<file path="src/include/tpo_pkg.sv">
package tpo_pkg;

    // ------------------------------------------------------------
    // Register indices (byte address is four times the index)
    // ------------------------------------------------------------
    localparam int unsigned TPO_ADDR_W = 12;
    localparam logic [7:0] TPO_IDX_MODE = 8'hB8;
    localparam logic [7:0] TPO_IDX_COUNT = 8'hB9;
    localparam logic [7:0] TPO_IDX_RELOAD = 8'hBA;
    localparam logic [7:0] TPO_IDX_DUTY = 8'hBB;
    localparam logic [7:0] TPO_IDX_ROUTE = 8'hC4;
    localparam logic [7:0] TPO_IDX_STATUS = 8'hC5;

    // ------------------------------------------------------------
    // Field positions
    // ------------------------------------------------------------
    localparam int unsigned TPO_MODE_OE_BIT = 0;
    localparam int unsigned TPO_MODE_ONE_PULSE_BIT = 1;
    localparam int unsigned TPO_MODE_RUN_BIT = 7;
    localparam int unsigned TPO_STAT_FLAG_BIT = 0;
    localparam int unsigned TPO_STAT_IEN_BIT = 1;
    localparam int unsigned TPO_ROUTE_FIRST_BIT = 0;
    localparam int unsigned TPO_ROUTE_SECOND_BIT = 1;

    // ------------------------------------------------------------
    // Reset values and counts
    // ------------------------------------------------------------
    localparam logic [7:0] TPO_REG_RESET = 8'h00;
    localparam logic [7:0] TPO_COUNT_FULL = 8'hFF;
    localparam int unsigned TPO_PRESCALE_W = 7;
    localparam logic [1:0] TPO_RESP_OKAY = 2'h0;
    localparam logic [1:0] TPO_RESP_SLVERR = 2'h2;

    // ------------------------------------------------------------
    // Types
    // ------------------------------------------------------------
    typedef struct packed {
        logic timer_run_enable;
        logic [2:0] prescale_select;
        logic clk_src_ext;
        logic clk_src_hosc;
        logic one_pulse_mode;
        logic pwm_output_enable;
    } tpo_mode_t;

    typedef enum logic [2:0] {
        TPO_SEL_MODE,
        TPO_SEL_COUNT,
        TPO_SEL_RELOAD,
        TPO_SEL_DUTY,
        TPO_SEL_ROUTE,
        TPO_SEL_STATUS,
        TPO_SEL_NONE
    } tpo_sel_t;

endpackage

</file>
<file path="src/core/tpo_prescaler.sv">
module tpo_prescaler
    import tpo_pkg::*;
#(
    parameter int unsigned DIV_W = TPO_PRESCALE_W
) (
    input wire logic CORE_CLK,
    input wire logic RST_B,
    input wire logic run,
    input wire logic [2:0] prescale_select,
    output logic tick
);

    logic [DIV_W-1:0] div_q;
    logic [DIV_W-1:0] mask;

    // ------------------------------------------------------------
    // Divide select: code 000 divides by 128, code 111 by 1
    // ------------------------------------------------------------
    // rate from code
    assign mask = DIV_W'((1 << (3'd7 - prescale_select)) - 1);
    assign tick = run && ((div_q & mask) == mask);

    always_ff @(posedge CORE_CLK) begin
        if (!RST_B || !run) begin
            div_q <= '0;
        end else begin
            div_q <= div_q + DIV_W'(1);
        end
    end

endmodule // tpo_prescaler

</file>
<file path="src/core/tpo_pin_mux.sv">
module tpo_pin_mux #(
    parameter int unsigned CHANNELS = 2
) (
    input wire logic CORE_CLK,
    input wire logic RST_B,
    input wire logic pwm_level,
    input wire logic [CHANNELS-1:0] drive_en,
    input wire logic [CHANNELS-1:0] gpio_level,
    output logic [CHANNELS-1:0] pin_level,
    output logic [CHANNELS-1:0] pin_is_pwm
);

    // ------------------------------------------------------------
    // Per-pin choice between carrier and own GPIO state
    // ------------------------------------------------------------
    always_ff @(posedge CORE_CLK) begin
        if (!RST_B) begin
            pin_level <= '0;
            pin_is_pwm <= '0;
        end else begin
            for (int i = 0; i < CHANNELS; i++) begin
                pin_level[i] <= drive_en[i] ? pwm_level : gpio_level[i];
                pin_is_pwm[i] <= drive_en[i];
            end
        end
    end

endmodule // tpo_pin_mux

</file>
<file path="src/core/tpo_pwm_timer.sv">
// How it works
// - Pin carries PWM only with timer running, output enabled, route bit set.
// - Timer or output enable off returns pin to its own GPIO level.
// - Each period with duty above reload starts high and ends low.
// - Counter loads reload value at timer enable and at every overflow.
// - Counter equal to duty compare ends the high phase.
// - Overflow at FF ends the period, reloads the counter and drives output high if duty is above reload.
// - New duty or period values take effect only from the next period.
// - Route bit 0 picks first pin, bit 1 second pin; clear means GPIO.
// - Reload value sets resolution, 00 gives 256 steps, 80 gives 128.
// - Duty compare not above reload keeps output low all period.
// - Overflow flag and interrupt request keep working during PWM.
// - Clearing output enable gates the carrier while the timer keeps counting.
// - One-pulse mode off runs continuous; on with output enable gives one period.
// - Single pulse end clears output enable and returns pins to GPIO.
// - One-pulse overflow sets the flag; software re-arms each further pulse.
// - Mode bit 0 output enable, bit 1 one-pulse, bit 7 run; all reset 0.
// - Three-bit prescale divides by 128 at code 000 down to 1 at 111.
// - Reload write lands in a buffer, moved to active at overflow.
//
// Decided for this implementation: the AXI4-Lite slave port.
module tpo_pwm_timer
    import tpo_pkg::*;
#(
    parameter int unsigned ADDR_W = TPO_ADDR_W
) (
    input wire logic CORE_CLK,
    input wire logic RST_B,
    input wire logic [ADDR_W-1:0] S_AXI_AWADDR,
    input wire logic S_AXI_AWVALID,
    output logic S_AXI_AWREADY,
    input wire logic [31:0] S_AXI_WDATA,
    input wire logic [3:0] S_AXI_WSTRB,
    input wire logic S_AXI_WVALID,
    output logic S_AXI_WREADY,
    output logic [1:0] S_AXI_BRESP,
    output logic S_AXI_BVALID,
    input wire logic S_AXI_BREADY,
    input wire logic [ADDR_W-1:0] S_AXI_ARADDR,
    input wire logic S_AXI_ARVALID,
    output logic S_AXI_ARREADY,
    output logic [31:0] S_AXI_RDATA,
    output logic [1:0] S_AXI_RRESP,
    output logic S_AXI_RVALID,
    input wire logic S_AXI_RREADY,
    input wire logic [1:0] GPIO_LEVEL,
    output logic PWM_OUT_FIRST,
    output logic PWM_OUT_SECOND,
    output logic [1:0] PIN_IS_PWM,
    output logic OVERFLOW_IRQ
);

    // ------------------------------------------------------------
    // Address decode
    // ------------------------------------------------------------
    function automatic tpo_sel_t decode(input logic [ADDR_W-1:0] addr);
        logic [ADDR_W-3:0] idx;
        idx = addr[ADDR_W-1:2];
        if (addr[1:0] != 2'h0) begin
            return TPO_SEL_NONE;
        end
        case (idx)
            (ADDR_W-2)'(TPO_IDX_MODE): return TPO_SEL_MODE;
            (ADDR_W-2)'(TPO_IDX_COUNT): return TPO_SEL_COUNT;
            (ADDR_W-2)'(TPO_IDX_RELOAD): return TPO_SEL_RELOAD;
            (ADDR_W-2)'(TPO_IDX_DUTY): return TPO_SEL_DUTY;
            (ADDR_W-2)'(TPO_IDX_ROUTE): return TPO_SEL_ROUTE;
            (ADDR_W-2)'(TPO_IDX_STATUS): return TPO_SEL_STATUS;
            default: return TPO_SEL_NONE;
        endcase
    endfunction

    // ------------------------------------------------------------
    // Declarations
    // ------------------------------------------------------------
    logic aw_held_q;
    logic [ADDR_W-1:0] aw_addr_q;
    logic w_held_q;
    logic [7:0] w_data_q;
    logic w_lane_q;
    logic bvalid_q;
    logic [1:0] bresp_q;
    logic rvalid_q;
    logic [1:0] rresp_q;
    logic [31:0] rdata_q;
    logic do_write;
    tpo_sel_t wr_sel;
    tpo_sel_t rd_sel;
    logic wr_en;
    logic [7:0] wr_byte;

    tpo_mode_t mode_q;
    logic [7:0] count_q;
    logic [7:0] reload_buf_q;
    logic [7:0] reload_act_q;
    logic [7:0] duty_q;
    logic [7:0] duty_act_q;
    logic [1:0] route_q;
    logic flag_q;
    logic irq_en_q;
    logic run_prev_q;
    logic pwm_q;
    logic in_pulse_q;

    logic run;
    logic start;
    logic tick;
    logic ovf;
    logic period_edge;
    logic pulse_end;
    logic [1:0] drive_en;
    logic [1:0] pin_level;

    // ------------------------------------------------------------
    // AXI4-Lite write channel
    // ------------------------------------------------------------
    assign S_AXI_AWREADY = !aw_held_q && !bvalid_q;
    assign S_AXI_WREADY = !w_held_q && !bvalid_q;
    assign S_AXI_BVALID = bvalid_q;
    assign S_AXI_BRESP = bresp_q;
    assign do_write = aw_held_q && w_held_q && !bvalid_q;
    assign wr_sel = decode(aw_addr_q);
    assign wr_en = do_write && w_lane_q;
    assign wr_byte = w_data_q;

    always_ff @(posedge CORE_CLK) begin
        if (!RST_B) begin
            aw_held_q <= 1'b0;
            aw_addr_q <= '0;
            w_held_q <= 1'b0;
            w_data_q <= TPO_REG_RESET;
            w_lane_q <= 1'b0;
            bvalid_q <= 1'b0;
            bresp_q <= TPO_RESP_OKAY;
        end else begin
            if (S_AXI_AWVALID && S_AXI_AWREADY) begin
                aw_held_q <= 1'b1;
                aw_addr_q <= S_AXI_AWADDR;
            end
            if (S_AXI_WVALID && S_AXI_WREADY) begin
                w_held_q <= 1'b1;
                w_data_q <= S_AXI_WDATA[7:0];
                w_lane_q <= S_AXI_WSTRB[0];
            end
            if (do_write) begin
                aw_held_q <= 1'b0;
                w_held_q <= 1'b0;
                bvalid_q <= 1'b1;
                bresp_q <= (wr_sel == TPO_SEL_NONE) ? TPO_RESP_SLVERR : TPO_RESP_OKAY;
            end else if (bvalid_q && S_AXI_BREADY) begin
                bvalid_q <= 1'b0;
            end
        end
    end

    // ------------------------------------------------------------
    // AXI4-Lite read channel
    // ------------------------------------------------------------
    assign S_AXI_ARREADY = !rvalid_q;
    assign S_AXI_RVALID = rvalid_q;
    assign S_AXI_RDATA = rdata_q;
    assign S_AXI_RRESP = rresp_q;
    assign rd_sel = decode(S_AXI_ARADDR);

    always_ff @(posedge CORE_CLK) begin
        if (!RST_B) begin
            rvalid_q <= 1'b0;
            rresp_q <= TPO_RESP_OKAY;
            rdata_q <= '0;
        end else if (S_AXI_ARVALID && S_AXI_ARREADY) begin
            rvalid_q <= 1'b1;
            rresp_q <= TPO_RESP_OKAY;
            case (rd_sel)
                TPO_SEL_MODE: rdata_q <= {24'h000000, mode_q};
                TPO_SEL_COUNT: rdata_q <= {24'h000000, count_q};
                TPO_SEL_RELOAD: rdata_q <= '0;
                TPO_SEL_DUTY: rdata_q <= {24'h000000, duty_q};
                TPO_SEL_ROUTE: rdata_q <= {30'h00000000, route_q};
                TPO_SEL_STATUS: rdata_q <= {30'h00000000, irq_en_q, flag_q};
                default: begin
                    rdata_q <= '0;
                    rresp_q <= TPO_RESP_SLVERR;
                end
            endcase
        end else if (rvalid_q && S_AXI_RREADY) begin
            rvalid_q <= 1'b0;
        end
    end

    // ------------------------------------------------------------
    // Timing events
    // ------------------------------------------------------------
    assign run = mode_q.timer_run_enable;
    assign start = run && !run_prev_q;
    assign ovf = tick && (count_q == TPO_COUNT_FULL);
    assign period_edge = start || ovf;
    assign pulse_end = ovf && in_pulse_q;

    tpo_prescaler #(
        .DIV_W(TPO_PRESCALE_W)
    ) u_prescaler (
        .CORE_CLK(CORE_CLK),
        .RST_B(RST_B),
        .run(run),
        .prescale_select(mode_q.prescale_select),
        .tick(tick)
    );

    always_ff @(posedge CORE_CLK) begin
        if (!RST_B) begin
            run_prev_q <= 1'b0;
        end else begin
            run_prev_q <= run;
        end
    end

    // ------------------------------------------------------------
    // Mode register
    // ------------------------------------------------------------
    always_ff @(posedge CORE_CLK) begin
        if (!RST_B) begin
            mode_q <= tpo_mode_t'(TPO_REG_RESET);
        end else if (wr_en && wr_sel == TPO_SEL_MODE) begin
            mode_q <= tpo_mode_t'(wr_byte);
        end else if (pulse_end) begin
            mode_q.pwm_output_enable <= 1'b0;
        end
    end

    // ------------------------------------------------------------
    // Counter
    // ------------------------------------------------------------
    always_ff @(posedge CORE_CLK) begin
        if (!RST_B) begin
            count_q <= TPO_REG_RESET;
        end else if (wr_en && wr_sel == TPO_SEL_COUNT) begin
            count_q <= wr_byte;
        end else if (period_edge) begin
            count_q <= reload_buf_q;
        end else if (tick) begin
            count_q <= count_q + 8'h01;
        end
    end

    // ------------------------------------------------------------
    // Reload, duty and routing registers
    // ------------------------------------------------------------
    always_ff @(posedge CORE_CLK) begin
        if (!RST_B) begin
            reload_buf_q <= TPO_REG_RESET;
            reload_act_q <= TPO_REG_RESET;
        end else begin
            if (wr_en && wr_sel == TPO_SEL_RELOAD) begin
                reload_buf_q <= wr_byte;
            end
            if (period_edge) begin
                reload_act_q <= reload_buf_q;
            end
        end
    end

    always_ff @(posedge CORE_CLK) begin
        if (!RST_B) begin
            duty_q <= TPO_REG_RESET;
            duty_act_q <= TPO_REG_RESET;
        end else begin
            if (wr_en && wr_sel == TPO_SEL_DUTY) begin
                duty_q <= wr_byte;
            end
            if (period_edge) begin
                duty_act_q <= duty_q;
            end
        end
    end

    always_ff @(posedge CORE_CLK) begin
        if (!RST_B) begin
            route_q <= '0;
        end else if (wr_en && wr_sel == TPO_SEL_ROUTE) begin
            route_q <= wr_byte[1:0];
        end
    end

    // ------------------------------------------------------------
    // Overflow flag and interrupt enable
    // ------------------------------------------------------------
    always_ff @(posedge CORE_CLK) begin
        if (!RST_B) begin
            flag_q <= 1'b0;
            irq_en_q <= 1'b0;
        end else begin
            if (wr_en && wr_sel == TPO_SEL_STATUS) begin
                irq_en_q <= wr_byte[TPO_STAT_IEN_BIT];
            end
            if (ovf) begin
                flag_q <= 1'b1;
            end else if (wr_en && wr_sel == TPO_SEL_STATUS && !wr_byte[TPO_STAT_FLAG_BIT]) begin
                flag_q <= 1'b0;
            end
        end
    end

    assign OVERFLOW_IRQ = flag_q && irq_en_q;

    // ------------------------------------------------------------
    // Waveform level
    // ------------------------------------------------------------
    always_ff @(posedge CORE_CLK) begin
        if (!RST_B || !run) begin
            pwm_q <= 1'b0;
        end else if (period_edge) begin
            // duty not above reload stays low
            pwm_q <= duty_q > reload_buf_q;
        end else if (tick && (count_q + 8'h01) == duty_act_q) begin
            pwm_q <= 1'b0;
        end
    end

    // ------------------------------------------------------------
    // Single pulse tracking
    // ------------------------------------------------------------
    always_ff @(posedge CORE_CLK) begin
        if (!RST_B || !run) begin
            in_pulse_q <= 1'b0;
        end else if (period_edge) begin
            in_pulse_q <= mode_q.one_pulse_mode && mode_q.pwm_output_enable && !in_pulse_q;
        end
    end

    // ------------------------------------------------------------
    // Pin routing
    // ------------------------------------------------------------
    // drive only when all enabled
    assign drive_en = {2{run && mode_q.pwm_output_enable && (!mode_q.one_pulse_mode || in_pulse_q)}}
                      & {route_q[TPO_ROUTE_SECOND_BIT], route_q[TPO_ROUTE_FIRST_BIT]};

    tpo_pin_mux #(
        .CHANNELS(2)
    ) u_pin_mux (
        .CORE_CLK(CORE_CLK),
        .RST_B(RST_B),
        .pwm_level(pwm_q),
        .drive_en(drive_en),
        .gpio_level(GPIO_LEVEL),
        .pin_level(pin_level),
        .pin_is_pwm(PIN_IS_PWM)
    );

    assign PWM_OUT_FIRST = pin_level[0];
    assign PWM_OUT_SECOND = pin_level[1];

endmodule // tpo_pwm_timer

</file>
<file path="config.mk">
export PLATFORM = sky130hd
export DESIGN_NAME = tpo_pwm_timer
export DESIGN_NICKNAME = d
export VERILOG_FILES = /design/src/include/tpo_pkg.sv /design/src/core/tpo_prescaler.sv /design/src/core/tpo_pin_mux.sv /design/src/core/tpo_pwm_timer.sv
export SDC_FILE = /design/constraint.sdc
export NUM_CORES = 1
export LEC_CHECK = 0
export BUFFER_PORTS_ARGS = -buffer_cell sky130_fd_sc_hd__buf_4
export CORE_MARGIN = 2
export CORE_UTILIZATION = 25
export DETAILED_ROUTE_END_ITERATION = 12
export HOLD_SLACK_MARGIN = 0.08
export PLACE_DENSITY = 0.41
export SLEW_MARGIN = 20
export SYNTH_ARGS = -nofsm -noshare
export SYNTH_HDL_FRONTEND = slang
export SYNTH_SLANG_ARGS = --single-unit
</file>
<file path="constraint.sdc">
create_clock -name CORE_CLK -period 3.2 [get_ports CORE_CLK]
set_input_delay 0.48 -clock CORE_CLK [delete_from_list [all_inputs] [get_ports CORE_CLK]]
set_output_delay 0.48 -clock CORE_CLK [all_outputs]
set_load 0.005 [all_outputs]
</file>
==> results.json, run 1 <==
{
  "end_kind": "flip-flop",
  "p_leak_nw": 2.329,
  "fin_crit_ns": 2.232,
  "fin_skew_ns": 0.01051,
  "post_cts_resized": 0,
  "cts.path.max_buffers": 2,
  "drive_above_1_share": 0.1710,
  "slew_violations": 0,
  "avgSynthCellArea_sq_um": 8.734,
  "drc": 0,
  "clock_latency_ns": 0.35,
  "portBuffers": 61,
  "diodes": 0,
  "cts_buffers": 9,
  "period_share": 0.6974,
  "grt_pass1_vias": 3962,
  "cts.sinks": 93,
  "dpl.hpwl_um": 9609,
  "viasPerCell": 4.491,
  "wire_per_inst_um": 14.52,
  "die-area_sq_mm": 0.02063,
  "outcome": "completed",
  "seq_area_frac_synth": 0.3820,
  "drtIter0Drc": 213,
  "whs_ns": 0.3701,
  "chipWidth_um": 143.6,
  "arrival_ns": 2.48,
  "fin_setup_tns_ns": 0,
  "ys_ff_latch": 93,
  "power.total_w": 0.002626,
  "ios": 115,
  "gr-total-overflow": 0,
  "grt_pass1_wl_um": 20670,
  "htreeDepth": 3,
  "drt_pass1_iterations": 4,
  "antenna_found_initial": 0,
  "ys.flop_type": "dfxtp_1",
  "grt_max_degree": 58,
  "num_rows": 51,
  "hold_class": "input port to flip-flop",
  "start_util": 0.2529,
  "tightest_slew_ns": 0.7814,
  "grt_usage": 0.1291,
  "fin_nets": 688,
  "vias": 3948,
  "postRouteAntennaNets": 0,
  "synth_cells": 558,
  "rsz0062_at_grt": "false",
  "critPathKind": "flip-flop to flip-flop",
  "cts_tree": "yes",
  "synthArstFlopShare": 0,
  "drt-total-wl_um": 12760,
  "hold_viol": 0,
  "gp_congestion": 0.8171,
  "finish.utilization": 0.3011,
  "cts_setup_buffers": 0,
  "crit_slowest_cell": "a31oi_4",
  "clkTransAtPathRegs_ns": 0.07,
  "cp-start-kind": "flip-flop",
  "max_stage_delay_ns": 0.69,
  "worst-path-max-fanout": 22,
  "area_growth_pct": 19.05,
  "setup_violations": 0,
  "cp.required_ns": 3.45,
  "core_area_sq_mm": 0.01927,
  "yosysWarnings": 0,
  "peakVddDrop_v": 0.0002720,
  "synth_edf_count": 0,
  "cts_root_buffer": "clkbuf_16",
  "power_density_mw_per_mm2": 452.6,
  "synthDistinctLibCells": 58,
  "max_freq_mhz": 448.1,
  "max-slew-margin-rel": 0.4780,
  "cap_violations": 0,
  "die_y_um": 143.6,
  "path_cells": "ha_1 -> and4_1 -> a31oi_4 -> nand2_1 -> o21ai_0 -> o2bb2ai_1",
  "syn_area_sq_mm": 0.004873,
  "hold_buffers": 0
}
## Yosys cell counts (5+ instances only)
cell      instances  area, sq um
nand4_1           6        37.54
ha_1             10        125.1
inv_1            13        48.80
nor2b_1          28        175.2
o21ai_0          12        60.06
nand3_1          24        120.1
a21oi_1          22        110.1
nor2_1           26        97.59
nor3b_1           7        52.55
xor2_1           10        87.58
xnor2_1          10        87.58
dfxtp_1          93         1862
a21boi_2          8        90.09
nand2b_1          6        37.54
a222oi_1          6        60.06
buf_4            28        210.2
a21boi_0         26        195.2
nand2_1          97        364.1
mux2i_1          26        260.3
o22ai_1           5        31.28
mux2_2            6        67.56
and2_1            8        50.05
clkbuf_1         14        52.55
and3_1            5        31.28
## cell type report
class | count | area, sq um
sequential | 93 | 1862
multi-input combinational | 430 | 2756
timing repair buffer | 62 | 465.4
clock inverter | 6 | 108.9
tap | 265 | 331.6
fill | 2062 | 13470
inverter | 13 | 48.80
clock buffer | 10 | 229.0
## state kept, by name, indices dropped and copies added, names as in the netlist, 2 cells and up
name	flops
reload_buf_q	8
mode_q	7
aw_addr_q	12
u_prescaler.div_q	7
route_q	2
u_pin_mux.pin_level	2
u_pin_mux.pin_is_pwm	2
duty_q	8
count_q	8
S_AXI_RDATA	8
w_data_q	8
duty_act_q	8
## metrics by stage
step / cell area [sq um] / std cells / setup slack [ns]
finish: 5802 / 879 / 0.9682
global placement: 5464 / 863 / 0.8847
CTS: 5802 / 879 / 0.9340
global route: 5802 / 879 / 0.7411
detailed placement: 5464 / 863 / 0.8313
floorplan: 4967 / 583 / 1.227
## metal layers
layer | share of wire | track usage
met1 | 0.45 | 0.1586
met2 | 0.50 | 0.2266
met3 | 0.033 | 0.02632
met4 | 0.014 | 0.03973
met5 | 0 | 0
## cell families after synthesis
family	Yosys count	share of synthesized area
adders and majority gates	10	0.02567
AOI/OAI and AO/OA	111	0.1743
DFF	93	0.3820
and+or+nand+nor	231	0.2424
other	1	0.0007695
buffers and inverters	60	0.07163
muxes	32	0.06726
xor gates and xnor gates	20	0.03594
## critical path, delay by kind of cell, from the launching register on
kind                       cells  cell delay (ns)
AOI/OAI and AO/OA              3             0.90
adders and majority gates      1             0.32
DFF                            1             0.43
and+or+nand+nor                2             0.46
## worst paths after layout
check,cells past startpoint,slack [ns],end,from
setup / recovery,6,0.97,count_q[3]$_SDFFE_PN0P_,count_q[0]$_SDFFE_PN0P_
hold / removal,2,0.37,S_AXI_RVALID$_SDFFE_PN0P_,S_AXI_ARVALID
setup reg to reg,6,0.97,count_q[3]$_SDFFE_PN0P_,count_q[0]$_SDFFE_PN0P_
hold reg to reg,2,0.47,aw_addr_q[9]$_SDFFE_PN0P_,aw_addr_q[9]$_SDFFE_PN0P_
## placed cells by master (no fill, tap or decap), types with 3 or more instances in the layout
| master | instances |
|---|---|
| nor4_1 | 3 |
| conb_1 | 26 |
| and4_1 | 3 |
| a21oi_1 | 22 |
| a21boi_2 | 8 |
| a21o_1 | 3 |
| nor4_4 | 3 |
| a21boi_0 | 26 |
| dfxtp_1 | 93 |
| nor3b_1 | 7 |
| nand3_1 | 24 |
| a222oi_1 | 6 |
| o22ai_1 | 5 |
| mux2i_1 | 26 |
| nor2_1 | 26 |
| mux2_2 | 6 |
| nand2_2 | 4 |
| clkbuf_16 | 9 |
| and3_1 | 5 |
| nand4_1 | 6 |
| nand2b_1 | 6 |
| and2_1 | 8 |
| bufinv_16 | 3 |
| inv_1 | 13 |
| a211o_1 | 3 |
| o21ai_0 | 12 |
| nand2_1 | 97 |
| nor2b_1 | 28 |
| xnor2_1 | 10 |
| ha_1 | 10 |
| buf_4 | 62 |
| xor2_1 | 10 |
| o2bb2ai_1 | 3 |
| nor3_1 | 4 |
| o21ai_1 | 3 |
## report_power, final
group	leakage, nW	internal (W)	total (W)	switching, W
Combinational	1.41	0.0000824	0.000170	0.0000878
Clock	0.167	0.000764	0.00124	0.000475
Sequential	0.754	0.00118	0.00122	0.0000320
Power figures use the tool's default switching activity.
==> run 2: changes to the inputs <==
- clock period: 3.2 -> 2.1 ns (I/O delays scaled with it)
==> run 2 against run 1 <==
Compared with the run above: power increased by 47%; global-route usage increased by 0.40 points; largest power group is now sequential cells; first-iteration DRC count increased by 35%; die area unchanged; sequential share of layout area decreased by 1.6 points; routed wire length increased by 5.2%; utilization increased by 1.5 points; sequential power increased by 52%; critical path depth decreased by 1; worst hold slack got worse by 0.16 ns.
==> results.json, run 2 (synthesis results as in run 1) <==
{
  "outcome": "completed",
  "critPathKind": "flip-flop to flip-flop",
  "finish.utilization": 0.3165,
  "worst-path-max-fanout": 6,
  "fin_area_sq_mm": 0.006098,
  "arrival_ns": 2.23,
  "slew_violations": 0,
  "cap_violations": 0,
  "hold_class": "input port to flip-flop",
  "core_area_sq_mm": 0.01927,
  "setup_ws_ns": 0.1099,
  "max_stage_delay_ns": 0.58,
  "fin_crit_ns": 1.990,
  "die_y_um": 143.6,
  "max-slew-margin-rel": 0.6630,
  "fin_nets": 727,
  "fin_skew_ns": 0.01112,
  "num_rows": 51,
  "hold_depth": 2,
  "gp_congestion": 0.7951,
  "drt-total-wl_um": 13420,
  "path_depth": 5,
  "crit_family": "simple AND/OR/NAND/NOR gates",
  "wire_per_inst_um": 14.64,
  "r2r_cells": 5,
  "postRouteAntennaNets": 0,
  "cts_buffers": 9,
  "max_freq_mhz": 502.5,
  "end_kind": "flip-flop",
  "rsz0062_at_grt": "false",
  "whs_endpoint": "S_AXI_RVALID$_SDFFE_PN0P_",
  "cts.sinks": 93,
  "placed_area_sq_mm": 0.005717,
  "critPathBufInv": 1,
  "die-area_sq_mm": 0.02063,
  "vias": 4078,
  "grt_usage": 0.1331,
  "dpl.hpwl_um": 10140,
  "cp-start-kind": "flip-flop",
  "largest_reg_flops": 12,
  "antenna_found_initial": 0,
  "ios": 115,
  "crit_slowest_cell": "or4b_4",
  "drt_pass1_iterations": 4,
  "cp.required_ns": 2.34,
  "grt_pass1_vias": 4076,
  "final_common_cell": "buf_4",
  "area_growth_pct": 25.13,
  "power_density_mw_per_mm2": 632.2,
  "grt_max_degree": 34,
  "drc": 0,
  "clock_latency_ns": 0.35,
  "chipWidth_um": 143.6,
  "cts_root_buffer": "clkbuf_16",
  "hold_viol": 0,
  "peakVddDrop_v": 0.0003675,
  "r2r-start": "aw_addr_q[1]$_SDFFE_PN0P_",
  "clkTransAtPathRegs_ns": 0.07,
  "drive_above_1_share": 0.2224,
  "start_util": 0.2529,
  "grt_pass1_wl_um": 21510,
  "gr-total-overflow": 0,
  "cts_tree": "yes",
  "portBuffers": 61,
  "viasPerCell": 4.447,
  "r2r_end": "count_q[6]$_SDFFE_PN0P_",
  "period_share": 0.9476,
  "path_cells": "or4b_4 -> nor4_4 -> nand2_2 -> buf_4 -> o2111a_1",
  "drtIter0Drc": 287,
  "htreeDepth": 3,
  "p_leak_nw": 2.519,
  "worstHoldStart": "S_AXI_ARVALID",
  "setup_violations": 0,
  "diodes": 0,
  "layout_common_cells": "buf_4 (99), nand2_1 (96), dfxtp_1 (93)",
  "tightest_slew_ns": 0.5055,
  "regMostFlops": "aw_addr_q",
  "pre_cts_slack_ns": -0.006829,
  "rrSetupSlack_ns": 0.11,
  "cts.path.max_buffers": 2
}
## run 2: cell count changes in the layout (fill, tap and decap cells not counted), sizes merged
cell	previous run	this run
buf	62	100
a31oi	3	4
bufinv	3	2
clkbuf	10	9
clkinv	2	3
## run 2: worst max-delay path by stage
stage                             endpoint                       from  slack (ns)
6_report           count_q[6]$_SDFFE_PN0P_  aw_addr_q[1]$_SDFFE_PN0P_        0.11
4_1_cts            count_q[0]$_SDFFE_PN0P_  aw_addr_q[1]$_SDFFE_PN0P_        0.06
2_1_floorplan  S_AXI_RDATA[5]$_SDFFE_PN0P_            S_AXI_ARADDR[8]        0.29
3_3_place_gp       count_q[0]$_SDFFE_PN0P_  aw_addr_q[1]$_SDFFE_PN0P_        0.08
5_1_grt            count_q[5]$_SDFFE_PN0P_     mode_q[6]$_SDFFE_PN0P_       0.006
3_5_place_dp   S_AXI_RDATA[5]$_SDFFE_PN0P_            S_AXI_ARADDR[8]      -0.007
## run 2: timing repair
action,4_1_cts,5_1_grt
hold buffers,0,0
setup endpoints to repair,0,5
gates resized for setup,0,2
buffers inserted,0,6
## run 2: report_power, final
group | leakage [nW] | internal [W] | switching (W)
Sequential | 0.754 | 0.00180 | 0.0000486
Combinational | 1.61 | 0.000130 | 0.000133
Clock | 0.156 | 0.00104 | 0.000700
## run 2: area by class of cell
cell class	instances	area [sq um]
inverter	13	48.80
clock inverter	6	87.58
sequential	93	1862
tap	265	331.6
clock buffer	9	225.2
timing repair buffer	100	763.2
multi-input combinational	431	2780
fill	2041	13170
## run 2: per-layer routing
layer,vias to the layer above,global-route usage,part of all wire
met4,0,0.03560,0.0096
li1,2082,-,-
met5,-,0,0
met2,65,0.2356,0.51
met3,8,0.02566,0.032
met1,1923,0.1648,0.45
## run 2: through the flow
stage	hold slack, ns	setup TNS [ns]	instances	power [W]
6_report	0.2085	0	917	0.003855
5_1_grt	0.2142	0	917	0.004032
4_1_cts	0.1983	0	910	0.003921
3_5_place_dp	0.4606	-0.006829	895	0.002162
3_3_place_gp	0.4517	0	895	0.002157
2_1_floorplan	0.4370	0	583	0.002058
